## config.mk

```make
export PLATFORM = sky130hd
export DESIGN_NAME = bkreg_bank
export DESIGN_NICKNAME = d
export VERILOG_FILES = /design/src/rtl/bkreg_pkg.sv /design/src/rtl/bkreg_bank.sv
export SDC_FILE = /design/constraint.sdc
export NUM_CORES = 1
export LEC_CHECK = 0
export ABC_AREA = 1
export BUFFER_PORTS_ARGS = -buffer_cell sky130_fd_sc_hd__buf_2
export CORE_ASPECT_RATIO = 0.6
export CORE_MARGIN = 2
export CORE_UTILIZATION = 30
export CTS_BUF_LIST = sky130_fd_sc_hd__clkbuf_16
export CTS_CLUSTER_DIAMETER = 120
export DETAILED_ROUTE_END_ITERATION = 7
export SLEW_MARGIN = 0
export SYNTH_ARGS = -nofsm -noshare
export SYNTH_HDL_FRONTEND = slang
export SYNTH_SLANG_ARGS = --single-unit
export TNS_END_PERCENT = 1
```

## constraint.sdc

```tcl
create_clock -name i_clk -period 5.3 [get_ports i_clk]
set_input_delay 1.59 -clock i_clk [delete_from_list [all_inputs] [get_ports i_clk]]
set_output_delay 1.59 -clock i_clk [all_outputs]
set_load 0.01 [all_outputs]
```

## src/rtl/bkreg_pkg.sv

```systemverilog
// constants for the buck regulator control register bank
package bkreg_pkg;
    localparam logic [7:0] ADDR_A_LIMIT_SLEW  = 8'h03;
    localparam logic [7:0] ADDR_B_MODE_ENABLE = 8'h04;
    localparam logic [7:0] ADDR_B_LIMIT_SLEW  = 8'h05;
    localparam logic [7:0] ADDR_A_VOLTAGE     = 8'h06;
    localparam logic [7:0] ADDR_B_VOLTAGE     = 8'h07;
    localparam logic [7:0] RST_LIMIT_SLEW     = 8'h2C;
    localparam logic [7:0] RST_MODE_ENABLE    = 8'h0F;
    localparam logic [7:0] RST_A_VOLTAGE      = 8'h80;
    localparam logic [7:0] RST_B_VOLTAGE      = 8'hFC;
    localparam int LIM_MSB  = 5;
    localparam int LIM_LSB  = 3;
    localparam int RAMP_MSB = 2;
    localparam int RAMP_LSB = 0;
    localparam int BIT_FPWM = 3;
    localparam int BIT_DIS  = 2;
    localparam int BIT_PIN  = 1;
    localparam int BIT_ON   = 0;
    localparam logic [2:0] LIM_MAX_CODE  = 3'h5;
    localparam logic [2:0] RAMP_MIN_CODE = 3'h2;
    localparam logic [7:0] VSET_R1_LO    = 8'h14;
    localparam logic [7:0] VSET_R2_LO    = 8'h18;
    localparam logic [7:0] VSET_R3_LO    = 8'h9E;
    localparam logic [15:0] MV_R1_BASE   = 16'h02BC;
    localparam logic [15:0] MV_R2_BASE   = 16'h02DF;
    localparam logic [15:0] MV_R3_BASE   = 16'h058C;
    localparam logic [15:0] MV_STEP_R1   = 16'h000A;
    localparam logic [15:0] MV_STEP_R2   = 16'h0005;
    localparam logic [15:0] MV_STEP_R3   = 16'h0014;
    localparam int SYNC_STAGES = 3;
endpackage
```

## src/rtl/bkreg_bank.sv

```systemverilog
// register bank for the two buck regulators with decoded analog controls
// ---------------------------------------------------------------
// Overview of operation
// - limit field bits 5:3, 1.5-4.0 A
// - limit codes 6,7 reserved, flagged invalid
// - limit changes apply while running
// - ramp field bits 2:0, both directions
// - bit 3 forces PWM, resets 1
// - bit 2 discharge when disabled, resets 1
// - bit 1 adds enable pin, resets 1
// - bit 0 enables regulator, resets 1
// - voltage codes below 0x14 reserved
// - 0x14-0x17 give 10 mV steps
// - 0x18-0x9D give 5 mV steps
// - 0x9E-0xFF give 20 mV steps
// ---------------------------------------------------------------
`timescale 1ns/1ps
`default_nettype none
module bkreg_bank (
    input  wire logic        i_clk,
    input  wire logic        i_rstn,
    input  wire logic        i_wr_en,
    input  wire logic [7:0]  i_addr,
    input  wire logic [7:0]  i_wdata,
    output logic      [7:0]  o_rdata,
    output logic             o_addr_hit,
    input  wire logic        i_en_pin,
    output logic             o_a_run,
    output logic             o_b_run,
    output logic             o_a_pwm_forced,
    output logic             o_b_pwm_forced,
    output logic             o_a_discharge,
    output logic             o_b_discharge,
    output logic      [2:0]  o_a_current_limit,
    output logic      [2:0]  o_b_current_limit,
    output logic             o_a_limit_valid,
    output logic             o_b_limit_valid,
    output logic      [2:0]  o_a_ramp_rate,
    output logic      [2:0]  o_b_ramp_rate,
    output logic      [15:0] o_a_millivolts,
    output logic      [15:0] o_b_millivolts,
    output logic             o_a_voltage_valid,
    output logic             o_b_voltage_valid
);
    // ---------------------------------------------------------------
    // code to millivolts
    // ---------------------------------------------------------------
    function automatic logic [16:0] vset_to_mv(input logic [7:0] code);
        logic [15:0] off;
        logic [15:0] mv;
        off = 16'h0000;
        mv  = 16'h0000;
        if (code >= bkreg_pkg::VSET_R3_LO)
        begin
            off = {8'h00, code - bkreg_pkg::VSET_R3_LO};
            mv  = 16'(bkreg_pkg::MV_R3_BASE + off * bkreg_pkg::MV_STEP_R3);
        end
        else if (code >= bkreg_pkg::VSET_R2_LO)
        begin
            off = {8'h00, code - bkreg_pkg::VSET_R2_LO};
            mv  = 16'(bkreg_pkg::MV_R2_BASE + off * bkreg_pkg::MV_STEP_R2);
        end
        else if (code >= bkreg_pkg::VSET_R1_LO)
        begin
            off = {8'h00, code - bkreg_pkg::VSET_R1_LO};
            mv  = 16'(bkreg_pkg::MV_R1_BASE + off * bkreg_pkg::MV_STEP_R1);
        end
        // reserved codes give zero and a cleared valid flag
        return {(code >= bkreg_pkg::VSET_R1_LO), mv};
    endfunction

    // ---------------------------------------------------------------
    // registers
    // ---------------------------------------------------------------
    logic [7:0] a_ls_q;
    logic [7:0] b_me_q;
    logic [7:0] b_ls_q;
    logic [7:0] a_v_q;
    logic [7:0] b_v_q;
    logic [bkreg_pkg::SYNC_STAGES-1:0] pin_sync_q;
    logic pin_q;

    wire sel_a_ls = i_addr == bkreg_pkg::ADDR_A_LIMIT_SLEW;
    wire sel_b_me = i_addr == bkreg_pkg::ADDR_B_MODE_ENABLE;
    wire sel_b_ls = i_addr == bkreg_pkg::ADDR_B_LIMIT_SLEW;
    wire sel_a_v  = i_addr == bkreg_pkg::ADDR_A_VOLTAGE;
    wire sel_b_v  = i_addr == bkreg_pkg::ADDR_B_VOLTAGE;

    // reserved bits are stored and read back, as the bank is all read/write
    always_ff @(posedge i_clk or negedge i_rstn)
    begin
        if (!i_rstn)
        begin
            a_ls_q <= bkreg_pkg::RST_LIMIT_SLEW;
            b_me_q <= bkreg_pkg::RST_MODE_ENABLE;
            b_ls_q <= bkreg_pkg::RST_LIMIT_SLEW;
            a_v_q  <= bkreg_pkg::RST_A_VOLTAGE;
            b_v_q  <= bkreg_pkg::RST_B_VOLTAGE;
        end
        else if (i_wr_en)
        begin
            // no enable interlock: limit updates land immediately
            if (sel_a_ls) a_ls_q <= i_wdata;
            if (sel_b_me) b_me_q <= i_wdata;
            if (sel_b_ls) b_ls_q <= i_wdata;
            if (sel_a_v)  a_v_q  <= i_wdata;
            if (sel_b_v)  b_v_q  <= i_wdata;
        end
    end

    // ---------------------------------------------------------------
    // enable pin synchroniser
    // ---------------------------------------------------------------
    always_ff @(posedge i_clk or negedge i_rstn)
    begin
        if (!i_rstn)
        begin
            pin_sync_q <= '0;
            pin_q      <= 1'b0;
        end
        else
        begin
            pin_sync_q <= {pin_sync_q[1:0], i_en_pin};
            if (pin_sync_q[2] == pin_sync_q[1])
                pin_q <= pin_sync_q[2];
        end
    end

    // ---------------------------------------------------------------
    // read path and decoded controls
    // ---------------------------------------------------------------
    assign o_addr_hit = sel_a_ls | sel_b_me | sel_b_ls | sel_a_v | sel_b_v;
    assign o_rdata = sel_a_ls ? a_ls_q : sel_b_me ? b_me_q : sel_b_ls ? b_ls_q :
                     sel_a_v ? a_v_q : sel_b_v ? b_v_q : 8'h00;

    // regulator a first control register lies outside this bank, so it runs on defaults
    assign o_a_run        = pin_q;
    assign o_a_pwm_forced = 1'b1;
    assign o_a_discharge  = ~o_a_run;
    wire b_on = b_me_q[bkreg_pkg::BIT_ON];
    assign o_b_run = b_me_q[bkreg_pkg::BIT_PIN] ? (b_on & pin_q) : b_on;
    assign o_b_pwm_forced = b_me_q[bkreg_pkg::BIT_FPWM];
    assign o_b_discharge  = b_me_q[bkreg_pkg::BIT_DIS] & ~o_b_run;

    assign o_a_current_limit = a_ls_q[bkreg_pkg::LIM_MSB:bkreg_pkg::LIM_LSB];
    assign o_b_current_limit = b_ls_q[bkreg_pkg::LIM_MSB:bkreg_pkg::LIM_LSB];
    assign o_a_limit_valid   = o_a_current_limit <= bkreg_pkg::LIM_MAX_CODE;
    assign o_b_limit_valid   = o_b_current_limit <= bkreg_pkg::LIM_MAX_CODE;
    assign o_a_ramp_rate     = a_ls_q[bkreg_pkg::RAMP_MSB:bkreg_pkg::RAMP_LSB];
    assign o_b_ramp_rate     = b_ls_q[bkreg_pkg::RAMP_MSB:bkreg_pkg::RAMP_LSB];

    wire [16:0] a_mv = vset_to_mv(a_v_q);
    wire [16:0] b_mv = vset_to_mv(b_v_q);
    assign o_a_millivolts    = a_mv[15:0];
    assign o_b_millivolts    = b_mv[15:0];
    assign o_a_voltage_valid = a_mv[16];
    assign o_b_voltage_valid = b_mv[16];

    // ---------------------------------------------------------------
    // assertions
    // ---------------------------------------------------------------
    property p_write_limit;
        @(posedge i_clk) disable iff (!i_rstn)
        (i_wr_en && sel_a_ls) |=> (o_a_current_limit == $past(i_wdata[5:3]));
    endproperty
    a_write_limit: assert property (p_write_limit) else $error("limit write lost");

    property p_limit_valid;
        @(posedge i_clk) disable iff (!i_rstn)
        (i_wr_en && sel_b_ls) |=> (o_b_limit_valid == ($past(i_wdata[5:4]) != 2'h3));
    endproperty
    a_limit_valid: assert property (p_limit_valid) else $error("limit valid wrong");

    property p_ramp;
        @(posedge i_clk) disable iff (!i_rstn)
        (i_wr_en && sel_b_ls) |=> (o_b_ramp_rate == $past(i_wdata[2:0]));
    endproperty
    a_ramp: assert property (p_ramp) else $error("ramp write lost");

    property p_fpwm;
        @(posedge i_clk) disable iff (!i_rstn)
        (i_wr_en && sel_b_me) |=> (o_b_pwm_forced == $past(i_wdata[3]));
    endproperty
    a_fpwm: assert property (p_fpwm) else $error("mode bit wrong");

    property p_discharge;
        @(posedge i_clk) disable iff (!i_rstn)
        (b_me_q[bkreg_pkg::BIT_DIS] && !b_me_q[bkreg_pkg::BIT_ON]) |-> (o_b_discharge && !o_b_run);
    endproperty
    a_discharge: assert property (p_discharge) else $error("discharge missing when off");

    property p_run_off;
        @(posedge i_clk) disable iff (!i_rstn)
        !b_me_q[0] |-> !o_b_run;
    endproperty
    a_run_off: assert property (p_run_off) else $error("runs while disabled");

    property p_pin_gate;
        @(posedge i_clk) disable iff (!i_rstn)
        (b_me_q[1] && b_me_q[0]) |-> (o_b_run == pin_q);
    endproperty
    a_pin_gate: assert property (p_pin_gate) else $error("pin gating wrong");

    property p_no_pin;
        @(posedge i_clk) disable iff (!i_rstn)
        (!b_me_q[1] && b_me_q[0]) |-> o_b_run;
    endproperty
    a_no_pin: assert property (p_no_pin) else $error("bit alone ignored");

    property p_vmid;
        @(posedge i_clk) disable iff (!i_rstn)
        (a_v_q == 8'h9D) |-> (o_a_millivolts == 16'h0578);
    endproperty
    a_vmid: assert property (p_vmid) else $error("range two end wrong");

    property p_vtop;
        @(posedge i_clk) disable iff (!i_rstn)
        (b_v_q == 8'hFF) |-> (o_b_millivolts == 16'h0D20);
    endproperty
    a_vtop: assert property (p_vtop) else $error("range three end wrong");

    property p_vlow;
        @(posedge i_clk) disable iff (!i_rstn)
        (a_v_q == 8'h17) |-> (o_a_millivolts == 16'h02DA);
    endproperty
    a_vlow: assert property (p_vlow) else $error("range one end wrong");

    property p_vres;
        @(posedge i_clk) disable iff (!i_rstn)
        (b_v_q < 8'h14) |-> !o_b_voltage_valid;
    endproperty
    a_vres: assert property (p_vres) else $error("reserved code valid");

    c_pin_run: cover property (@(posedge i_clk) disable iff (!i_rstn) o_b_run && b_me_q[1]);
    c_dis: cover property (@(posedge i_clk) disable iff (!i_rstn) o_b_discharge);
    c_vr3: cover property (@(posedge i_clk) disable iff (!i_rstn) a_v_q >= 8'h9E);
endmodule // bkreg_bank
`default_nettype wire

```

Word-level counts from Yosys, hierarchy flattened
Index checks and enable logic that the tools add are counted.
Operators by class
  add/sub/neg operators: 12
  multiply operators: 6
  magnitude comparators: 8
  equal/unequal tests: 6
  mux-type cells: 12
  bitwise operators: 8
  reductions and logical operators: 5
Operators by type and width (count)
  $mul 8x3->11 const B: 6
  $mux 13: 4
  $mux 8: 5
  $eq 8x3->1 const B: 4
  $ge 8x5->1 const B: 4
  $sub 8x5->8 const B: 4
  $add 11x13->14 const A: 2
  $mux 14: 2
  $add 10x12->13 const A: 2
  $add 10x11->12 const A: 2
  $ge 8x8->1 const B: 2
  $sub 8x8->8 const B: 2
  $reduce_and 2->1: 5
  $eq 8x2->1 const B: 1
  $le 3x3->1 const B: 2
  $or 1x1->1: 4
  $and 1x1->1: 2
  $not 1->1: 2
  $eq 1x1->1: 1
  $mux 1: 1
Word-level totals
  register bits after elaboration: 44
  bits of input ports: 20
  output and inout port bits: 63
  word-level logic and storage cells: 64

Depth between registers and ports, before layout
  depth after elaboration: 6
  mapped depth: 21
  mapped depth without buffers: 21

Worst setup path before layout
Ideal clock, no wire load.
  path kind: register -> output
  start point: register b_v_q[3]
  end point: output port o_b_millivolts[8]
  arrival: 2.886 ns
  data required time: 3.710 ns
  setup slack: 0.824 ns
  cell stages (with the launch flop): 15
  buffers on the path: 0
  cell sequence: dfstp_2 ha_1 inv_1 nand2_1 xor2_1 inv_1 fa_1 ha_1 inv_1 o21bai_1 a21oi_1 nand2_1 a21oi_1 o21ai_0 a31oi_1
Between the ends
  longest elaborated chain between the ends: 6
RTL lines
  from (decl): RTL line bkreg_bank.sv:79  | logic [7:0] b_v_q;
  from (signal assigned): RTL line bkreg_bank.sv:98  | b_v_q <= bkreg_pkg::RST_B_VOLTAGE;
  from (signal assigned): RTL line bkreg_bank.sv:107  | if (sel_b_v) b_v_q <= i_wdata;
  $sub 8x5->8: RTL line bkreg_bank.sv:65  | off = {8'h00, code - bkreg_pkg::VSET_R1_LO};
  $mul 8x3->11: RTL line bkreg_bank.sv:66  | mv = 16'(bkreg_pkg::MV_R1_BASE + off * bkreg_pkg::MV_STEP_R1);
  $add 10x12->13: RTL line bkreg_bank.sv:66
  $mux 13: RTL line bkreg_bank.sv:63  | else if (code >= bkreg_pkg::VSET_R1_LO)
  $mux 13: RTL line bkreg_bank.sv:58  | else if (code >= bkreg_pkg::VSET_R2_LO)
  $mux 14 (*): RTL line bkreg_bank.sv:53  | if (code >= bkreg_pkg::VSET_R3_LO)
  to (decl): RTL line bkreg_bank.sv:41  | output logic [15:0] o_b_millivolts,
Mark *: on every way between the ends. The rest lies on a longest branch, timed or not.

Worst setup path in the final report
  start point: register b_v_q[3]
  end point: output port o_b_millivolts[10]
The elaborated chain is that of the path after synthesis.

==> impl_metrics.ini <==
[global_routing]
grt_pass1_wl_um = 31500
antenna_found_initial = 0
gr-total-overflow = 0
grt_max_degree = 45
grt_use_total_pct = 16.87
grt_pass1_vias = 5766

[cells_and_area]
antenna_cells = 0
syn_to_final_growth_pct = 20.12
drive_gt1_share_pct = 21.55
nNetsFinal = 1184
final_cells = 1344

[cts]
clockBufferDepth = 2
ctsHoldBuffers = 0
htreeDepth = 2
numCtsBuffers = 5
insertion_delay_ns = 0.28
cts_tree = built
clk_pin_slew_ns = 0.06
root_buffer = clkbuf_16
cts_sinks = 44

[worst_setup_path]
cp-end-kind = primary output
path_common_cell = nand2_1
crit_fanout = 7
critPathSlowestCell = dfstp_2
cp_slowest_stage_delay_ns = 0.60
critPathKind = flop to primary output
worstPathRequired_ns = 3.71
crit_arrival_ns = 3.53
startpoint_type = flop
crit_chain = clkinvlp_4 > ha_4 > inv_1 > ha_4 > ha_2 > inv_1 > fa_2 > nand3b_1 > nand2_1 > nand2_1 > nand2_1 > nand2_1 > nand2_1 > nand2_1 > o21ai_1 > nand2_1 > nand2_1 > buf_2

[placed_design]
io_buffers = 77
dp.cells = 1325
dp_hpwl_um = 16320
place_congestion = 0.9140

[timing]
slew_headroom_pct = 33.49
fin_crit_ns = 5.123
period_share_pct = 96.66
finalClockSkew_ns = 0.0004443
finalSetupViolCount = 0
maxSlewViolCount = 0
setup_tns_ns = 0
hold_viol_final = 0
max_clock_freq_ghz = 0.1952
rsz0062_at_grt = yes
worstMarginPinSlew_ns = 0.9976

[logic_synthesis]
synth.cells.most_frequent = nand2_1, inv_1, ha_1, nand3_1
yosys-top-cells-area = ha_1, nand2_1, dfrtp_1
synth_area_um2 = 6641
synth.distinct_cells = 49
ys_ff_latch = 44
async_flop_share_pct = 100.0
yosysSeqAreaShare_pct = 16.90
yosysMostFrequentCell = nand2_1
synth_ff_type = dfrtp_1
syn_inst = 976
yosysTopAreaCell = ha_1
synth_top_area_share_pct = 17.52
synth_warnings = 0
avgSynthCellArea_um2 = 6.805
synth_edf_count = 0

[floorplanning]
num_rows = 42
initial_core_util_pct = 30.38
die_h_um = 119.3
dieWidth_um = 196.1
num_io_pins = 83
core_um2 = 21860
die-area_um2 = 23380

[pwr]
p_leak_nw = 4.180
p_per_area_nw_per_um2 = 246.8
irDropWorstVdd_v = 0.0001724

[outcome]
status = complete, no violations

[route]
dr.first_iter.drc_count = 581
wl_um = 20250
drt_pass1_iterations = 5
viasPerCell = 4.897
post-route-drc-count = 0
antenna_left = 0
post_drt_wl_per_cell_um = 15.07
route.vias.total = 6582

[flow_run]
drv_cap = 0

[hold_path]
hold_path_class = flop to flop
power breakdown:
group / internal [mW] / switching [mW] / total (mW) / leakage [nW]
Clock: 0.318 / 0.128 / 0.445 / 0.104
Combinational: 0.439 / 0.703 / 1.14 / 3.54
Sequential: 0.358 / 0.0235 / 0.381 / 0.536
Total: 1.12 / 0.854 / 1.97 / 4.18
cells in the final DEF, fill, tap and decap left out, types with 13 or more instances in the layout:
cell and count:
a21oi_1 48, buf_2 77, buf_4 25, dfrtp_1 25, dfstp_2 17, ha_1 80, inv_1 129, nand2_1 254
nand2_2 13, nand3_1 68, nand4_1 17, nor2_1 44, nor3_1 13, o21ai_0 49, o21ai_1 16, xnor2_1 13
xor2_1 18
critical path, delay by kind of cell (launching register included):
kind	cells	cell delay [ns]
AO/OA/AOI/OAI	1	0.11
adder cells (fa/ha/maj)	4	1.36
buffers and inverters	4	0.46
flip-flops	1	0.60
AND/OR/NAND/NOR	9	0.72
through the flow:
| step | cell area (um2) | utilization, % | power, mW | setup slack [ns] | hold WS [ns] |
|---|---|---|---|---|---|
| 2_1_floorplan | 6653 | - | 1.145 | 0.8235 | 0.3312 |
| 3_3_place_gp | 7291 | 33.35 | 1.419 | 0.3548 | 0.3324 |
| 3_5_place_dp | 7291 | 33.35 | 1.420 | 0.2978 | 0.3364 |
| 4_1_cts | 7506 | 34.33 | 1.872 | 0.02281 | 0.3497 |
| 5_1_grt | 7978 | 36.49 | 2.131 | -0.05871 | 0.3586 |
| 6_report | 7978 | 36.49 | 1.969 | 0.1772 | 0.3479 |
per-layer routing:
metal | GRT usage [%] | up-vias | part of all wire, %
met2 | 21.40 | 190 | 38
li1 | - | 3333 | -
met3 | 2.266 | 8 | 6.4
met4 | 2.131 | 0 | 0.58
met5 | 0 | - | 0
met1 | 29.16 | 3051 | 55
area by class of cell:
class,instances,area (um2)
Clock buffer,5,125.1
Clock inverter,3,90.09
Fill cell,2328,13880
Inverter,140,533.0
Multi-Input combinational cell,763,5154
Sequential cell,44,1125
Tap cell,286,357.8
Timing Repair Buffer,103,593.1
what timing repair did:
| item | in CTS | in global routing |
|---|---|---|
| pin swaps | 0 | 5 |
| setup buffers | 0 | 11 |
| resized for setup | 1 | 66 |
| setup endpoints to repair | 2 | 14 |
flip-flops by register name (all words and copies together), names as in the netlist:
| name | flops |
|---|---|
| b_ls_q | 8 |
| a_v_q | 8 |
| a_ls_q | 8 |
| pin_sync_q | 3 |
| o_a_run | 1 |
| b_v_q | 8 |
| b_me_q | 8 |
cells by family (layout without fill, tap and decap cells):
logic type | after synthesis | in the layout | share of synthesized area (%)
AND/OR/NAND/NOR | 439 | 439 | 29.62
buffers and inverters | 172 | 251 | 11.21
flip-flops | 44 | 44 | 16.90
other | 2 | 5 | 0.1131
XOR/XNOR | 47 | 47 | 6.311
adder cells (fa/ha/maj) | 108 | 108 | 21.89
AO/OA/AOI/OAI | 164 | 164 | 13.96
path summary, 6_finish.rpt:
| path | start | to | slack [ns] | depth (start not counted) |
|---|---|---|---|---|
| max | b_v_q[3]$_DFFE_PN1P_ | o_b_millivolts[10] | 0.18 | 18 |
| min | pin_sync_q[0]$_DFF_PN0_ | pin_sync_q[1]$_DFF_PN0_ | 0.35 | 0 |
| max reg2reg | b_v_q[3]$_DFFE_PN1P_ | b_v_q[3]$_DFFE_PN1P_ | 4.30 | 3 |
| min reg2reg | pin_sync_q[0]$_DFF_PN0_ | pin_sync_q[1]$_DFF_PN0_ | 0.35 | 0 |
| max in group asynchronous | i_rstn | a_v_q[2]$_DFFE_PN0P_ | 3.14 | 1 |
| min in group asynchronous | i_rstn | pin_sync_q[0]$_DFF_PN0_ | 1.47 | 1 |
No activity file was read; power rests on OpenSTA's default activity.
